===== src/rtl/bf_timer_pkg.sv =====
// Constants, types and mode codes for the breaker failure supervision block.
// Assumes a 50 MHz core clock and a program-cycle tick from outside.
//
// Functional notes
// - Blocking sampled at start of each cycle.
// - Unblocked pick-up asserts start, runs timers.
// - Blocked pick-up flags blocked, no timing, no trips.
// - Blocking drops start like pick-up release.
// - Both timers start from one pick-up.
// - Retrip disabled means no retrip output ever.
// - Retrip after start lasts retrip delay.
// - Failure trip after start lasts failure delay.
// - Status: normal, start, retrip, failure, blocked.
// - Current mode times on phase or residual current.
// - Current mode ignores contact, clears on current drop.
// - Current-and-contact holds timers until contact active.
// - Current-and-contact clears on either signal dropping.
// - Current-and-contact trips only with both present.
// - Current-or-contact times on either signal.
// - Current-or-contact clears only when both gone.
// - Any phase above common threshold picks up.
// - Release at 97 percent of threshold.
// - Mode selector chooses pick-up criteria.
`default_nettype none

package bf_timer_pkg;

  localparam int CUR_W = 16;
  localparam int CNT_W = 20;
  localparam int STEP_W = 19;

  // Delays in milliseconds and the program cycle they are counted in
  localparam int CYCLE_MS = 5;
  localparam int DELAY_STEP_MS = 5;
  localparam int RETRIP_DELAY_MS = 100;
  localparam int FAIL_DELAY_MS = 200;
  localparam int BLOCK_LEAD_MS = 5;

  // Reset values of the delay settings, in program cycles
  localparam logic [STEP_W-1:0] RETRIP_STEPS_RST =
    STEP_W'(RETRIP_DELAY_MS / CYCLE_MS);
  localparam logic [STEP_W-1:0] FAIL_STEPS_RST =
    STEP_W'(FAIL_DELAY_MS / CYCLE_MS);

  // Release ratio 97/100
  localparam int RESET_NUM = 97;
  localparam int RESET_DEN = 100;

  typedef enum logic [1:0] {
    MODE_CURRENT,
    MODE_CUR_AND_CONTACT,
    MODE_CUR_OR_CONTACT,
    MODE_CONTACT
  } op_mode_t;

  typedef enum logic [2:0] {
    ST_NORMAL,
    ST_START,
    ST_RETRIP,
    ST_FAIL_ON,
    ST_BLOCKED
  } bf_status_t;

  typedef struct packed {
    logic [CUR_W-1:0] phase_a;
    logic [CUR_W-1:0] phase_b;
    logic [CUR_W-1:0] phase_c;
    logic [CUR_W-1:0] residual;
  } currents_t;

  typedef struct packed {
    logic [2:0] phase_pu;
    logic residual_pu;
    logic block;
    logic pickup;
    logic start;
    logic blocked;
    logic [CNT_W-1:0] cnt;
    logic retrip;
    logic fail;
    bf_status_t status;
  } bf_state_t;

endpackage : bf_timer_pkg

`default_nettype wire


===== src/rtl/breaker_failure_timer_logic.sv =====
// Breaker failure supervision: pick-up, blocking, two delay timers.
// Assumes currents, thresholds and contact are sampled in the core domain
// and a one-cycle cycle_tick_i marks each program cycle.
// Outputs are registered and move only on an evaluated program cycle.
`default_nettype none

// Level compare of one measured current with release hysteresis.
// Combinational; the caller keeps the previous result as state.
module pickup_cmp
  import bf_timer_pkg::*;
#(
  parameter int WIDTH = CUR_W,
  parameter int NUM = RESET_NUM,
  parameter int DEN = RESET_DEN
) (
  input wire logic [WIDTH-1:0] meas_i,
  input wire logic [WIDTH-1:0] thr_i,
  input wire logic was_on_i,
  input wire logic in_use_i,
  output logic pickup_o
);

  // Eight spare bits hold a ratio term of up to 255
  localparam int PROD_W = WIDTH + 8;

  // Refuse widths and ratios the products cannot carry
  if (WIDTH < 1) begin : g_chk_width
    $error("pickup_cmp WIDTH must be positive");
  end
  if (DEN < 1 || DEN > 255) begin : g_chk_den
    $error("pickup_cmp DEN must lie in 1 to 255");
  end
  if (NUM < 1 || NUM > DEN) begin : g_chk_num
    $error("pickup_cmp NUM must lie in 1 to DEN");
  end

  logic [PROD_W-1:0] meas_scaled;
  logic [PROD_W-1:0] thr_scaled;
  logic above_set;
  logic above_release;

  // Both sides scaled so the release ratio stays in integers
  assign meas_scaled = PROD_W'(meas_i) * PROD_W'(DEN);
  assign thr_scaled = PROD_W'(thr_i) * PROD_W'(NUM);

  // Strictly above the level to pick up
  assign above_set = (meas_i > thr_i);

  // Held until the level falls to the release ratio
  assign above_release = (meas_scaled > thr_scaled);

  // Channel out of use never picks up
  assign pickup_o = in_use_i && (was_on_i ? above_release : above_set);

endmodule : pickup_cmp

// Delay compare of the shared count against one setting.
// Combinational; an idle timer never reaches its delay.
module delay_reach
  import bf_timer_pkg::*;
#(
  parameter int CNT_WIDTH = CNT_W,
  parameter int SET_WIDTH = STEP_W
) (
  input wire logic run_i,
  input wire logic enable_i,
  input wire logic [CNT_WIDTH-1:0] count_i,
  input wire logic [SET_WIDTH-1:0] delay_i,
  output logic reached_o
);

  // The setting must fit the counter
  if (SET_WIDTH > CNT_WIDTH) begin : g_chk_width
    $error("delay_reach setting wider than counter");
  end
  if (CNT_WIDTH < 1) begin : g_chk_cnt
    $error("delay_reach counter width must be positive");
  end

  logic [CNT_WIDTH-1:0] limit;

  // Setting widened to the counter
  assign limit = CNT_WIDTH'(delay_i);

  // Reached once the count of this cycle meets the setting
  assign reached_o = run_i && enable_i && (count_i >= limit);

endmodule : delay_reach

// Pick-up, blocking and the two trip timers of one breaker.
// All evaluation waits for the program-cycle tick.
module breaker_failure_timer_logic
  import bf_timer_pkg::*;
#(
  parameter int CUR_WIDTH = CUR_W
) (
  input wire logic core_clk_i,
  input wire logic resetn_i,
  input wire logic clk_en_i,
  input wire logic cycle_tick_i,
  input wire currents_t currents_i,
  input wire logic [CUR_W-1:0] phase_pickup_threshold_i,
  input wire logic [CUR_W-1:0] residual_pickup_threshold_i,
  input wire logic residual_enable_i,
  input wire logic primary_trip_i,
  input wire logic block_i,
  input wire op_mode_t mode_i,
  input wire logic retrip_enable_i,
  input wire logic [STEP_W-1:0] redundant_trip_delay_i,
  input wire logic [STEP_W-1:0] fail_delay_i,
  output logic start_o,
  output logic blocked_o,
  output logic redundant_trip_o,
  output logic breaker_failure_trip_o,
  output bf_status_t status_o
);

  // Channel order of the pick-up comparators, residual last
  localparam int CH_N = 4;
  localparam int CH_RES = 3;

  // Counter limits
  localparam logic [CNT_W-1:0] CNT_MAX = {CNT_W{1'b1}};
  localparam logic [CNT_W-1:0] CNT_ONE = CNT_W'(1);

  // Elaboration checks on what the logic can serve
  if (CUR_WIDTH != CUR_W) begin : g_chk
    $error("CUR_WIDTH must equal package CUR_W");
  end
  if (STEP_W > CNT_W) begin : g_chk_step
    $error("delay settings wider than the cycle counter");
  end
  if (CYCLE_MS < 1) begin : g_chk_tick
    $error("program cycle must be positive");
  end
  if (DELAY_STEP_MS != CYCLE_MS) begin : g_chk_cycle
    $error("delay step must equal one program cycle");
  end
  if (RESET_NUM >= RESET_DEN) begin : g_chk_ratio
    $error("release ratio must lie below one");
  end

  // Default delays keep the redundant trip first
  if (RETRIP_STEPS_RST >= FAIL_STEPS_RST) begin : g_chk_order
    $error("default redundant trip delay not below failure delay");
  end

  // Whole state of the block and its next value
  bf_state_t st_ff;
  bf_state_t nxt_st;

  // Per-channel operands of the comparators
  logic [CUR_W-1:0] ch_meas [CH_N];
  logic [CUR_W-1:0] ch_thr [CH_N];
  logic [CH_N-1:0] ch_was_on;
  logic [CH_N-1:0] ch_in_use;
  logic [CH_N-1:0] ch_pu;

  // Pick-up and timing terms of one program cycle
  logic cur_pu;
  logic contact;
  logic blk_now;
  logic pickup;
  logic timing;
  logic start_now;
  logic blocked_now;
  logic run;

  // Shared count and the two delay results
  logic [CNT_W-1:0] cnt_inc;
  logic retrip_hit;
  logic fail_hit;
  bf_status_t status_now;

  // Measured currents, phases first
  assign ch_meas[0] = currents_i.phase_a;
  assign ch_meas[1] = currents_i.phase_b;
  assign ch_meas[2] = currents_i.phase_c;
  assign ch_meas[CH_RES] = currents_i.residual;

  // One common level for all three phases
  assign ch_thr[0] = phase_pickup_threshold_i;
  assign ch_thr[1] = phase_pickup_threshold_i;
  assign ch_thr[2] = phase_pickup_threshold_i;
  assign ch_thr[CH_RES] = residual_pickup_threshold_i;

  // Previous result picks the set or the release level
  assign ch_was_on[2:0] = st_ff.phase_pu;
  assign ch_was_on[CH_RES] = st_ff.residual_pu;

  // Phases always in use, residual only when selected
  assign ch_in_use[2:0] = 3'h7;
  assign ch_in_use[CH_RES] = residual_enable_i;

  // One comparator per measured channel
  for (genvar g = 0; g < CH_N; g++) begin : g_ch
    pickup_cmp #(
      .WIDTH(CUR_W),
      .NUM(RESET_NUM),
      .DEN(RESET_DEN)
    ) i_pickup_cmp (
      .meas_i(ch_meas[g]),
      .thr_i(ch_thr[g]),
      .was_on_i(ch_was_on[g]),
      .in_use_i(ch_in_use[g]),
      .pickup_o(ch_pu[g])
    );
  end

  // Any phase, one or more, or the residual channel
  assign cur_pu = (|ch_pu[2:0]) | ch_pu[CH_RES];

  // Contact and blocking as seen at this program cycle
  assign contact = primary_trip_i;
  assign blk_now = block_i;

  // Pick-up and timing criteria of the selected mode
  always_comb begin
    pickup = 1'b0;
    timing = 1'b0;
    case (mode_i)
      MODE_CURRENT: begin
        // Contact ignored, timing follows current alone
        pickup = cur_pu;
        timing = cur_pu;
      end
      MODE_CUR_AND_CONTACT: begin
        // Picked up on current, timed only with contact
        pickup = cur_pu;
        timing = cur_pu & contact;
      end
      MODE_CUR_OR_CONTACT: begin
        // Either criterion keeps pick-up and timing
        pickup = cur_pu | contact;
        timing = cur_pu | contact;
      end
      MODE_CONTACT: begin
        // Contact alone
        pickup = contact;
        timing = contact;
      end
      default: begin
        pickup = 1'b0;
        timing = 1'b0;
      end
    endcase
  end

  // Blocking decides between start and blocked
  assign start_now = pickup & ~blk_now;
  assign blocked_now = pickup & blk_now;

  // Both timers run from the one start condition
  assign run = start_now & timing;

  // Saturating step of the shared cycle counter
  assign cnt_inc = (st_ff.cnt == CNT_MAX) ? st_ff.cnt :
    st_ff.cnt + CNT_ONE;

  // Redundant trip only when enabled and its delay reached
  delay_reach #(
    .CNT_WIDTH(CNT_W),
    .SET_WIDTH(STEP_W)
  ) i_retrip_reach (
    .run_i(run),
    .enable_i(retrip_enable_i),
    .count_i(cnt_inc),
    .delay_i(redundant_trip_delay_i),
    .reached_o(retrip_hit)
  );

  // Failure trip once the longer delay is reached
  delay_reach #(
    .CNT_WIDTH(CNT_W),
    .SET_WIDTH(STEP_W)
  ) i_fail_reach (
    .run_i(run),
    .enable_i(1'b1),
    .count_i(cnt_inc),
    .delay_i(fail_delay_i),
    .reached_o(fail_hit)
  );

  // Status follows the highest active indication
  always_comb begin
    if (blocked_now) begin
      status_now = ST_BLOCKED;
    end else if (fail_hit) begin
      status_now = ST_FAIL_ON;
    end else if (retrip_hit) begin
      status_now = ST_RETRIP;
    end else if (start_now) begin
      status_now = ST_START;
    end else begin
      status_now = ST_NORMAL;
    end
  end

  // Next state, evaluated once per program cycle
  always_comb begin
    nxt_st = st_ff;
    if (cycle_tick_i) begin
      // Blocking sampled before pick-up acts
      nxt_st.block = blk_now;
      // Channel results kept for the release level
      nxt_st.phase_pu = ch_pu[2:0];
      nxt_st.residual_pu = ch_pu[CH_RES];
      nxt_st.pickup = pickup;
      // Start and blocked never both
      nxt_st.start = start_now;
      nxt_st.blocked = blocked_now;
      // Count while timing, cleared on any release
      if (run) begin
        nxt_st.cnt = cnt_inc;
      end else begin
        nxt_st.cnt = '0;
      end
      // Trips take the count of this cycle
      nxt_st.retrip = retrip_hit;
      nxt_st.fail = fail_hit;
      nxt_st.status = status_now;
    end
  end

  // State register, frozen while the clock enable is low
  always_ff @(posedge core_clk_i or negedge resetn_i) begin
    if (!resetn_i) begin
      st_ff <= '0;
    end else if (clk_en_i) begin
      st_ff <= nxt_st;
    end
  end

  // Indications straight from the state register
  assign start_o = st_ff.start;
  assign blocked_o = st_ff.blocked;

  // Trips and status straight from the state register
  assign redundant_trip_o = st_ff.retrip;
  assign breaker_failure_trip_o = st_ff.fail;
  assign status_o = st_ff.status;

endmodule : breaker_failure_timer_logic

`default_nettype wire

===== config.mk =====
export PLATFORM = sky130hd
export DESIGN_NAME = breaker_failure_timer_logic
export DESIGN_NICKNAME = d
export VERILOG_FILES = /design/src/rtl/bf_timer_pkg.sv /design/src/rtl/breaker_failure_timer_logic.sv
export SDC_FILE = /design/constraint.sdc
export NUM_CORES = 1
export LEC_CHECK = 0
export BUFFER_PORTS_ARGS = -buffer_cell sky130_fd_sc_hd__buf_4
export CAP_MARGIN = 40
export CORE_MARGIN = 8
export CORE_UTILIZATION = 56
export CTS_BUF_LIST = sky130_fd_sc_hd__clkbuf_8
export DETAILED_ROUTE_END_ITERATION = 6
export PLACE_DENSITY_LB_ADDON = 0.25
export SYNTH_ARGS = -nofsm -noshare
export SYNTH_HDL_FRONTEND = slang
export SYNTH_SLANG_ARGS = --single-unit

===== constraint.sdc =====
create_clock -name core_clk_i -period 5.6 [get_ports core_clk_i]
set_clock_uncertainty 0.2 [all_clocks]
set_input_delay 0.56 -clock core_clk_i [delete_from_list [all_inputs] [get_ports core_clk_i]]
set_output_delay 0.56 -clock core_clk_i [all_outputs]
set_load 0.01 [all_outputs]

== After elaboration in Yosys (flattened, before gate mapping) ==
Index checks and enable logic that the tools add are counted.

* Add/sub/neg operators: 1
* Multiply operators: 6
* Order comparisons: 10
* Equality and inequality tests: 4
* Mux-type cells: 12
* Bitwise logic cells: 7
* Reductions and logical operators: 8

{| class="wikitable"
|+ Operator list
! kind !! count
|-
| > comparator 23 bit || 4
|-
| multiplier 16 x 5 -> 21 bit, second input constant || 4
|-
| > comparator 16 bit || 4
|-
| multiplier 16 x 7 -> 23 bit, second input constant || 2
|-
| >= comparator 20 x 19 -> 1 bit || 2
|-
| two-way mux 20 bit || 2
|-
| adder 20 x 1 -> 20 bit, second input constant || 1
|-
| equality test 20 bit, second input constant || 1
|-
| two-way mux 1 bit || 5
|-
| AND 1 bit || 4
|-
| equality test 2 bit, second input constant || 2
|-
| logical AND 1 bit || 4
|-
| two-way mux 2 bit || 2
|-
| one-hot mux 1 bit (4 select lines) || 1
|-
| two-way mux 3 bit || 1
|-
| one-hot mux 1 bit (3 select lines) || 1
|-
| OR reduction 3 bit || 1
|-
| equality test 2 x 1 -> 1 bit, second input constant || 1
|-
| logical NOT 2 bit || 1
|-
| OR 1 bit || 2
|-
| AND reduction 2 bit || 1
|-
| OR reduction 2 bit || 1
|-
| NOT 1 bit || 1
|}

* Register bits: 31
* Input port bits: 144
* Output and inout port bits: 7

== Depth between registers and ports, before layout ==
Gate-level depths: netlist of the first run.

* Depth after elaboration: 14
* Mapped depth: 31
* Gate-level depth less buffers: 30

== By module ==
From an unflattened synthesis of the first run, not the netlist that was laid out.

* Cells, all modules: 2482
* Area total of the unflattened synthesis: 20251.9 um^2

{| class="wikitable"
|+ By module, submodules not included
! module !! instances !! cells each !! area each (um^2) !! sequential area each (um^2)
|-
| pickup_cmp (g_ch[0].i_pickup_cmp) || 1 || 542 || 4451.8 || 0.0
|-
| pickup_cmp (g_ch[1].i_pickup_cmp) || 1 || 532 || 4325.4 || 0.0
|-
| pickup_cmp (g_ch[3].i_pickup_cmp) || 1 || 523 || 4306.6 || 0.0
|-
| pickup_cmp (g_ch[2].i_pickup_cmp) || 1 || 520 || 4274.1 || 0.0
|-
| breaker_failure_timer_logic || 1 || 231 || 1938.1 || 750.7
|-
| delay_reach || 2 || 67 || 478.0 || 0.0
|}

== Least setup slack after synthesis of the first run ==
OpenSTA, ideal clock, no wires.

* Path kind: input to register
* Start: input residual_pickup_threshold_i[2]
* End: register st_ff[16] (netlist name)
* Arrival: 6.285 ns
* Required time: 5.278 ns
* Slack: -1.007 ns
* Cell stages on the path: 30
* Cell sequence: ha_1 > ha_1 > ha_1 > ha_1 > ha_1 > a21o_1 > a21oi_1 > o21bai_1 > a21oi_1 > o21bai_1 > a21oi_1 > o21bai_1 > a21oi_1 > o21ai_0 > a211o_1 > a21oi_1 > xnor2_1 > ha_1 > nand4_1 > or2_2 > o311ai_0 > a21oi_1 > a32oi_1 > and2_1 > o211ai_1 > o2bb2ai_2 > nand3_2 > a22o_4 > buf_6 > a32o_1

* Cells in the longest elaborated chain, start to end: 10
* Elaborated cells between the ends (all ways): 13
* Those cells by class: mul: 1; order compare: 2; mux: 4; bitwise: 5; reduce/logical: 1

{| class="wikitable"
|+ Ends and longest elaborated chain
! item !! RTL line !! RTL
|-
| start: declaration || breaker_failure_timer_logic.sv:103 || <nowiki>input wire logic [CUR_W-1:0] residual_pickup_threshold_i,</nowiki>
|-
| multiplier 16 x 7 -> 23 bit || breaker_failure_timer_logic.sv:44 || <nowiki>assign thr_scaled = PROD_W'(thr_i) * PROD_W'(NUM);</nowiki>
|-
| > comparator 23 bit || breaker_failure_timer_logic.sv:50 || <nowiki>assign above_release = (meas_scaled > thr_scaled);</nowiki>
|-
| two-way mux 1 bit (*) || breaker_failure_timer_logic.sv:53 || <nowiki>assign pickup_o = in_use_i && (was_on_i ? above_release : above_set);</nowiki>
|-
| logical AND 1 bit (*) || breaker_failure_timer_logic.sv:53 ||
|-
| OR 1 bit (*) || breaker_failure_timer_logic.sv:211 || <nowiki>assign cur_pu = (|ch_pu[2:0]) | ch_pu[CH_RES];</nowiki>
|-
| OR 1 bit || breaker_failure_timer_logic.sv:234, breaker_failure_timer_logic.sv:235 ||
|-
| one-hot mux 1 bit (3 select lines) || breaker_failure_timer_logic.sv:221 || <nowiki>case (mode_i)</nowiki>
|-
| AND 1 bit || breaker_failure_timer_logic.sv:250 || <nowiki>assign start_now = pickup & ~blk_now;</nowiki>
|-
| AND 1 bit (*) || breaker_failure_timer_logic.sv:254 || <nowiki>assign run = start_now & timing;</nowiki>
|-
| two-way mux 20 bit (*) || breaker_failure_timer_logic.sv:313 || <nowiki>if (run) begin</nowiki>
|-
| end signal: assignment || breaker_failure_timer_logic.sv:330 || <nowiki>st_ff <= nxt_st;</nowiki>
|-
| end: declaration || breaker_failure_timer_logic.sv:149 || <nowiki>bf_state_t st_ff;</nowiki>
|}

Mark *: on every way between the ends. The rest lies on a longest branch, timed or not.
A chain may end at the register's enable or synchronous reset.

== Final worst setup path of the first run ==
* Start: input residual_pickup_threshold_i[4]
* End: register st_ff, in the netlist redundant_trip_o

* Cells in the longest elaborated chain, start to end: 11
* Elaborated cells between the ends (all ways): 14
* Those cells by class: mul: 1; order compare: 2; mux: 3; bitwise: 5; reduce/logical: 3

{| class="wikitable"
|+ Ends and longest elaborated chain
! item !! RTL line !! RTL
|-
| multiplier 16 x 7 -> 23 bit || breaker_failure_timer_logic.sv:44 ||
|-
| > comparator 23 bit || breaker_failure_timer_logic.sv:50 ||
|-
| two-way mux 1 bit (*) || breaker_failure_timer_logic.sv:53 ||
|-
| logical AND 1 bit (*) || breaker_failure_timer_logic.sv:53 ||
|-
| OR 1 bit (*) || breaker_failure_timer_logic.sv:211 ||
|-
| OR 1 bit || breaker_failure_timer_logic.sv:234, breaker_failure_timer_logic.sv:235 ||
|-
| one-hot mux 1 bit (3 select lines) || breaker_failure_timer_logic.sv:221 ||
|-
| AND 1 bit || breaker_failure_timer_logic.sv:250 ||
|-
| AND 1 bit (*) || breaker_failure_timer_logic.sv:254 ||
|-
| logical AND 1 bit (*) (2 in a row) || breaker_failure_timer_logic.sv:86 || <nowiki>assign reached_o = run_i && enable_i && (count_i >= limit);</nowiki>
|}

Marked as above.

==> key figures, run 1 <==
Min path
  – Worst min path class: in2async

Die
  – Io pins: 151
  – Die area: 0.0339 mm²
  – CORE AREA: 0.0278 mm²
  – Die height: 184 µm
  – Site Rows: 61
  – Die width: 184 µm
  – Initial Util: 0.569

Cells and area
  – P&R area growth vs syn: 28.0%
  – Area occupied by registers: 751 µm²
  – # fillers: 2154
  – Nets: 3019
  – Post-Layout Inst Area: 0.0202 mm²
  – Area of the multi-input gates: 0.0144 mm²
  – Commonest non-fill, non-tap cell in the layout: ha_1
  – Final cell count without fillers: 2671
  – Share of cells above drive strength 1: 0.240
  – Final core utilization: 0.728
  – Most frequent cells in the layout: ha_1, buf_4, inv_1, a21oi_1, nand2_1
  – Diodes inserted: 0

Place
  – Post-place setup slack: -1.13 ns
  – DPL Wire Length: 37.1 mm
  – Routability Congestion: 0.892
  – Buffers on Ports: 150
  – Placed cells: 2631
  – Placed inst area: 0.0192 mm²

Global route
  – Pin count of the biggest net entering global routing: 44
  – Vias in the first global route: 15300
  – Grt ovf: 0
  – First-pass GRT wire length: 71.1 mm
  – GRT Util Overall: 0.250
  – Initial antenna violation count: 0

STA
  – Slack of the critical path: -0.799 ns
  – Fin crit period: 6.40 ns
  – Rel. slew slack: 0.579
  – Measured slew at the worst slew-check pin: 0.629 ns
  – Fmax achieved: 0.156 GHz
  – Fin crit share: 1.14
  – RSZ-0062 raised after global routing: yes
  – Final count of pins violating max slew: 0
  – Final setup violating endpoints: 26
  – Final hold viol count: 2
  – Worst hold slack: -0.000988 ns

Power and ir drop
  – Power share of the clock group: 0.033
  – Switching Share: 0.487
  – PD cells: 284 mW/mm²
  – Lkg Pwr: 11.3 nW
  – Comb power frac: 0.916
  – Worst ir drop on vdd: 0.000161 V
  – Sequential share of power: 0.051
  – P_int: 2.95 mW
  – Switching power: 2.79 mW

Setup path
  – Cells on worst reg2reg path: 20
  – R2R setup slack: 0.56 ns
  – Crit Path Class: in2reg
  – Critical path fanouts, max: 6
  – WP data arrival: 6.37 ns
  – Critical path capture point type: flop
  – Delay-heaviest family, CP: compound AO/OA/AOI/OAI gates
  – Crit path depth: 30
  – Worst Path Required: 5.57 ns
  – Critical path startpoint category: input port
  – Slowest-stage cell, CP: fa_1
  – Largest stage delay, worst path: 0.45 ns
  – CP dominant cell by count: ha_4
  – Buf/Inv on CP: 2

Synthesis
  – YS warnings: 0
  – Syn Std Cell Area: 0.0158 mm²
  – Ys flop type: dfrtp_1
  – Seq/Total Area, Yosys: 0.0475
  – Post-synthesis cell count: 1891
  – Syn_nets: 2618
  – Syn_area_per_cell: 8.36 µm²
  – Post-synth EDFFs: 0
  – Number of distinct library cells after synthesis: 85
  – #FFs+latches synth: 30
  – Asr flop ratio synth: 1.00

Route
  – Final wirelength: 44.8 mm
  – Routed vias/inst: 5.60
  – M1 wire length: 19.3 mm
  – Met2 WL: 21.8 mm
  – Highest metal used: met4
  – DRC viols: 0
  – ANT nets after route: 0
  – Iter 0 DRT Violations: 821
  – 1st-pass router iterations: 5
  – Met3 WL: 1.88 mm
  – Via count: 15000
  – Drt wl/cell: 16.8 µm

Clocking
  – Clk slew on worst S/H paths: 0.07 ns
  – Clock latency on the worst-skew pair: 0.28 ns
  – CTS buffer count: 5
  – Clock Path Buffers: 2
  – Hold_buf cts: 0
  – CTS Root Buffer Type: clkbuf_8
  – H-Tree Depth: 2
  – Number of sinks driven by the clock tree: 30
  – CTS tree: built

Status
  – Status: finished with violations
  – Violated checks: negative hold slack, negative setup slack

Flow run
  – Max-Cap Viols: 0
flip-flops by register name (all words and copies together), names as in the netlist:
register,count
st_ff,20
blocked_o,1
ch_was_on,4
breaker_failure_trip_o,1
start_o,1
status_o,2
redundant_trip_o,1
repair_timing:
item / 4_1_cts / 5_1_grt
resized for setup: 35 / 71
setup buffers: 18 / 12
gates cloned: 3 / 0
setup endpoints to repair: 28 / 29
pin swaps: 44 / 62
layout make-up:
cell class,count,area share
Tap cell,378,0.0234
Sequential cell,30,0.0371
Clock buffer,6,0.00408
Inverter,353,0.0656
Timing Repair Buffer,413,0.156
Multi-Input combinational cell,1489,0.713
Clock inverter,2,0.000618
power groups by stage:
stage               clock, mW  sequential [mW]  combinational [mW]
finish                  0.187            0.293                5.26
global route            0.200            0.298                5.81
CTS                     0.190            0.292                4.90
detailed placement          0            0.296                4.68
global placement            0            0.294                4.50
floorplan                   0            0.275                3.06
final timing paths:
path                                                 from                      endpoint
setup / recovery           residual_pickup_threshold_i[4]  redundant_trip_o$_DFFE_PN0P_
hold / removal                                   resetn_i          st_ff[9]$_DFFE_PN0P_
setup reg to reg                    st_ff[12]$_DFFE_PN0P_       status_o[1]$_DFFE_PN0P_
hold reg to reg                       start_o$_DFFE_PN0P_           start_o$_DFFE_PN0P_
max in group asynchronous                        resetn_i         st_ff[14]$_DFFE_PN0P_
min in group core_clk_i               start_o$_DFFE_PN0P_           start_o$_DFFE_PN0P_
per-stage QoR:
stage | TNS (ns) | power (mW)
2_1_floorplan | -11.46 | 3.34
3_3_place_gp | -25.95 | 4.80
3_5_place_dp | -28.83 | 4.98
4_1_cts | -15.04 | 5.38
5_1_grt | -25.53 | 6.31
6_report | -19.69 | 5.74
per-layer routing:
metal  GRT usage  vias up
met5           0        -
met4      0.0987        0
met3      0.0233      109
met2       0.450      408
met1       0.303     6937
li1            -     7516
Yosys cell counts, drive strengths merged (6+ instances only):
library cell / n / area share
clkbuf: 14 / 0.0033
a2111oi: 7 / 0.0039
o21a: 24 / 0.011
ha: 523 / 0.41
a31o: 6 / 0.0033
a221oi: 9 / 0.0058
a211oi: 17 / 0.0095
xnor2: 72 / 0.040
nor3: 25 / 0.0082
nand2: 83 / 0.020
nand2b: 12 / 0.0048
and3: 22 / 0.0087
a211o: 12 / 0.0067
and2: 10 / 0.0041
maj3: 6 / 0.0038
o31ai: 6 / 0.0028
buf: 8 / 0.0037
dfrtp: 30 / 0.048
nand4: 39 / 0.015
o21ai: 64 / 0.020
fa: 60 / 0.076
nor2b: 7 / 0.0028
inv: 353 / 0.084
a32o: 15 / 0.0095
nand3: 42 / 0.014
o21bai: 23 / 0.012
a21oi: 134 / 0.043
a21o: 69 / 0.033
o211ai: 18 / 0.0089
a22o: 10 / 0.0061
xor2: 44 / 0.024
nor2: 68 / 0.016
cells by family after synthesis:
family,count (synthesis),synth area share
adders and majority gates,589,0.494
and+or+nand+nor,330,0.104
xor gates and xnor gates,116,0.0643
muxes,3,0.00198
buffers and inverters,375,0.0909
DFF,30,0.0475
AOI/OAI and AO/OA,448,0.197
No activity file was read; power rests on OpenSTA's default activity.
==> run 2: changes to the inputs <==
- SYNTH_HIERARCHICAL: default -> 1
==> run 2 against run 1 <==
Against the previous run: the flow still finishes with violations (negative hold slack, negative setup slack); sequential power fell by 11%; non-clock buffer count rose by 177; wire length rose by 29%; critical path type unchanged; global-route usage rose by 1.4 points; cell area rose by 31%; utilization rose by 1.9 points; register-to-register slack improved by 1.2 ns; setup slack improved by 0.24 ns; combinational power rose by 18%; critical path depth fell by 2; hold slack got worse by 0.0073 ns.
==> key figures, run 2 <==
Status
  – Status: finished with violations
  – Violated checks: negative hold slack, negative setup slack

Setup path
  – Critical path destination: st_ff[6]$_DFFE_PN0P_
  – Critical path capture point type: flop
  – Worst Path Required: 5.58 ns
  – WP data arrival: 6.14 ns
  – Crit Path Class: in2reg
  – Critical path startpoint: phase_pickup_threshold_i[3]
  – Cells on worst reg2reg path: 13
  – R2R setup slack: 1.75 ns
  – Critical path fanouts, max: 18
  – Reg2reg start: st_ff[5]$_DFFE_PN0P_
  – Critical path startpoint category: input port
  – RR Endpoint: status_o[0]$_DFFE_PN0P_

Route
  – Final wirelength: 57.9 mm
  – M1 wire length: 24.0 mm
  – Met2 WL: 29.2 mm
  – ANT nets after route: 0
  – Routed vias/inst: 5.72
  – Drt wl/cell: 16.4 µm
  – Iter 0 DRT Violations: 926
  – 1st-pass router iterations: 5
  – Highest metal used: met5
  – Met3 WL: 2.27 mm
  – Via count: 20100
  – DRC viols: 0

Place
  – Buffers on Ports: 150
  – Post-place setup slack: -0.954 ns
  – DPL Wire Length: 49.6 mm
  – Routability Congestion: 0.920
  – Placed cells: 3489
  – Placed inst area: 0.0255 mm²

Cells and area
  – Diodes inserted: 0
  – Top reg by flops: st_ff
  – Commonest non-fill, non-tap cell in the layout: ha_1
  – Area of the multi-input gates: 0.0189 mm²
  – Share of cells above drive strength 1: 0.268
  – Area occupied by registers: 751 µm²
  – Final cell count without fillers: 3521
  – Post-Layout Inst Area: 0.0266 mm²
  – Nets: 3958
  – # fillers: 2601
  – Max reg flops: 20
  – Final core utilization: 0.747
  – Most frequent cells in the layout: ha_1, buf_4, inv_1, a21oi_1, nand2_1
  – P&R area growth vs syn: 31.2%

STA
  – RSZ-0062 raised after global routing: yes
  – Fin crit share: 1.10
  – Rel. slew slack: 0.465
  – TNS Setup: -11.92 ns
  – Worst hold slack: -0.00833 ns
  – Slack of the critical path: -0.560 ns
  – Final count of pins violating max slew: 0
  – Measured slew at the worst slew-check pin: 0.802 ns
  – Fmax achieved: 0.162 GHz
  – Final hold viol count: 10
  – Fin crit period: 6.16 ns
  – Final setup violating endpoints: 26

Power and ir drop
  – P_int: 3.39 mW
  – Switching Share: 0.491
  – Switching power: 3.28 mW
  – Power share of the clock group: 0.028
  – Lkg Pwr: 14.7 nW
  – Power Total: 6.67 mW
  – Worst ir drop on vdd: 0.000157 V
  – Comb power frac: 0.933
  – Sequential share of power: 0.039
  – PD cells: 251 mW/mm²

Synthesis
  – Cell taking the most area after synthesis: ha_1
  – Top cells by area, synth: ha_1, inv_1, fa_1, a21oi_1, dfrtp_1
  – Number of distinct library cells after synthesis: 97
  – Ys flop type: dfrtp_1
  – Synth top area share: 0.419
  – #FFs+latches synth: 30
  – YS warnings: 6
  – Post-synthesis cell count: 2482
  – Asr flop ratio synth: 1.00
  – Post-synth EDFFs: 0
  – Most common cell in the netlist: ha_1
  – Seq/Total Area, Yosys: 0.0371
  – Syn_area_per_cell: 8.16 µm²
  – Post-synth top cells: ha_1, inv_1, a21oi_1
  – Syn Std Cell Area: 0.0203 mm²

Die
  – Initial Util: 0.569
  – Site Rows: 69
  – Die area: 0.0425 mm²
  – CORE AREA: 0.0356 mm²
  – Die height: 206 µm
  – Io pins: 151
  – Die width: 206 µm

Global route
  – Vias in the first global route: 21000
  – Initial antenna violation count: 1
  – First-pass GRT wire length: 95.1 mm
  – GRT Util Overall: 0.264
  – Grt ovf: 0
  – Pin count of the biggest net entering global routing: 31

Min path
  – Worst min path class: in2async

Clocking
  – CTS buffer count: 5
  – Number of sinks driven by the clock tree: 30
  – H-Tree Depth: 2
  – Clock Path Buffers: 2
  – Hold_buf cts: 0
  – Clock latency on the worst-skew pair: 0.29 ns
  – Clk slew on worst S/H paths: 0.07 ns
  – CTS Root Buffer Type: clkbuf_8
  – CTS tree: built

Flow run
  – Max-Cap Viols: 0
run 2: cells by family after synthesis:
group                      count (synthesis)  synth area share
DFF                                       30            0.0371
adders and majority gates                755             0.495
AOI/OAI and AO/OA                        549             0.188
xor gates and xnor gates                 111            0.0480
muxes                                     12           0.00612
and+or+nand+nor                          532             0.133
buffers and inverters                    492            0.0927
other                                      1          0.000185
run 2: power groups by stage:
stage / combinational [mW] / sequential [mW] / clock (mW)
floorplan: 3.74 / 0.253 / 0
global placement: 5.43 / 0.262 / 0
global route: 6.93 / 0.262 / 0.195
finish: 6.22 / 0.260 / 0.186
detailed placement: 5.69 / 0.262 / 0
CTS: 5.94 / 0.259 / 0.186
run 2: what timing repair did:
action	in CTS	in global routing
buffers inserted	19	5
pin swaps	74	54
resized for setup	81	64
setup endpoints to repair	26	26
run 2: cell type report:
| cell class | count | area share |
|---|---|---|
| Inverter | 466 | 0.0658 |
| Multi-Input combinational cell | 1966 | 0.710 |
| Tap cell | 461 | 0.0217 |
| Sequential cell | 30 | 0.0282 |
| Clock inverter | 2 | 0.000330 |
| Clock buffer | 6 | 0.00311 |
| Timing Repair Buffer | 590 | 0.171 |
run 2: per-layer routing:
| metal | vias up | global-route usage |
|---|---|---|
| met5 | - | 0 |
| li1 | 9963 | - |
| met4 | 2 | 0.105 |
| met3 | 169 | 0.0243 |
| met1 | 9491 | 0.306 |
| met2 | 507 | 0.492 |
run 2: how the worst min path moves through the flow:
stage                                       start                                  to  slack [ns]  cells past startpoint
3_5_place_dp   breaker_failure_trip_o$_DFFE_PN0P_  breaker_failure_trip_o$_DFFE_PN0P_        0.27                      2
5_1_grt                                  resetn_i  breaker_failure_trip_o$_DFFE_PN0P_        0.02                      1
2_1_floorplan                            resetn_i               blocked_o$_DFFE_PN0P_        0.06                      0
6_report                                 resetn_i                 start_o$_DFFE_PN0P_      -0.008                      1
4_1_cts                                  resetn_i                 start_o$_DFFE_PN0P_        0.02                      1
3_3_place_gp   breaker_failure_trip_o$_DFFE_PN0P_  breaker_failure_trip_o$_DFFE_PN0P_        0.27                      2
run 2: worst max-delay path, cell delays in order:
cell	delay, ns
buf_4	0.15
buf_4	0.14
ha_1	0.27
ha_1	0.30
ha_1	0.33
ha_4	0.29
ha_4	0.20
nor2b_1	0.14
o31a_1	0.33
buf_4	0.15
buf_4	0.13
o21ai_0	0.27
nand2_1	0.12
xnor2_1	0.16
ha_1	0.30
and4_1	0.22
nand2_1	0.09
nor3_1	0.22
mux2i_1	0.11
a32o_2	0.34
nor4_4	0.27
buf_4	0.18
buf_4	0.11
buf_6	0.08
a2111oi_4	0.06
buf_12	0.19
buf_4	0.14
a32o_1	0.25
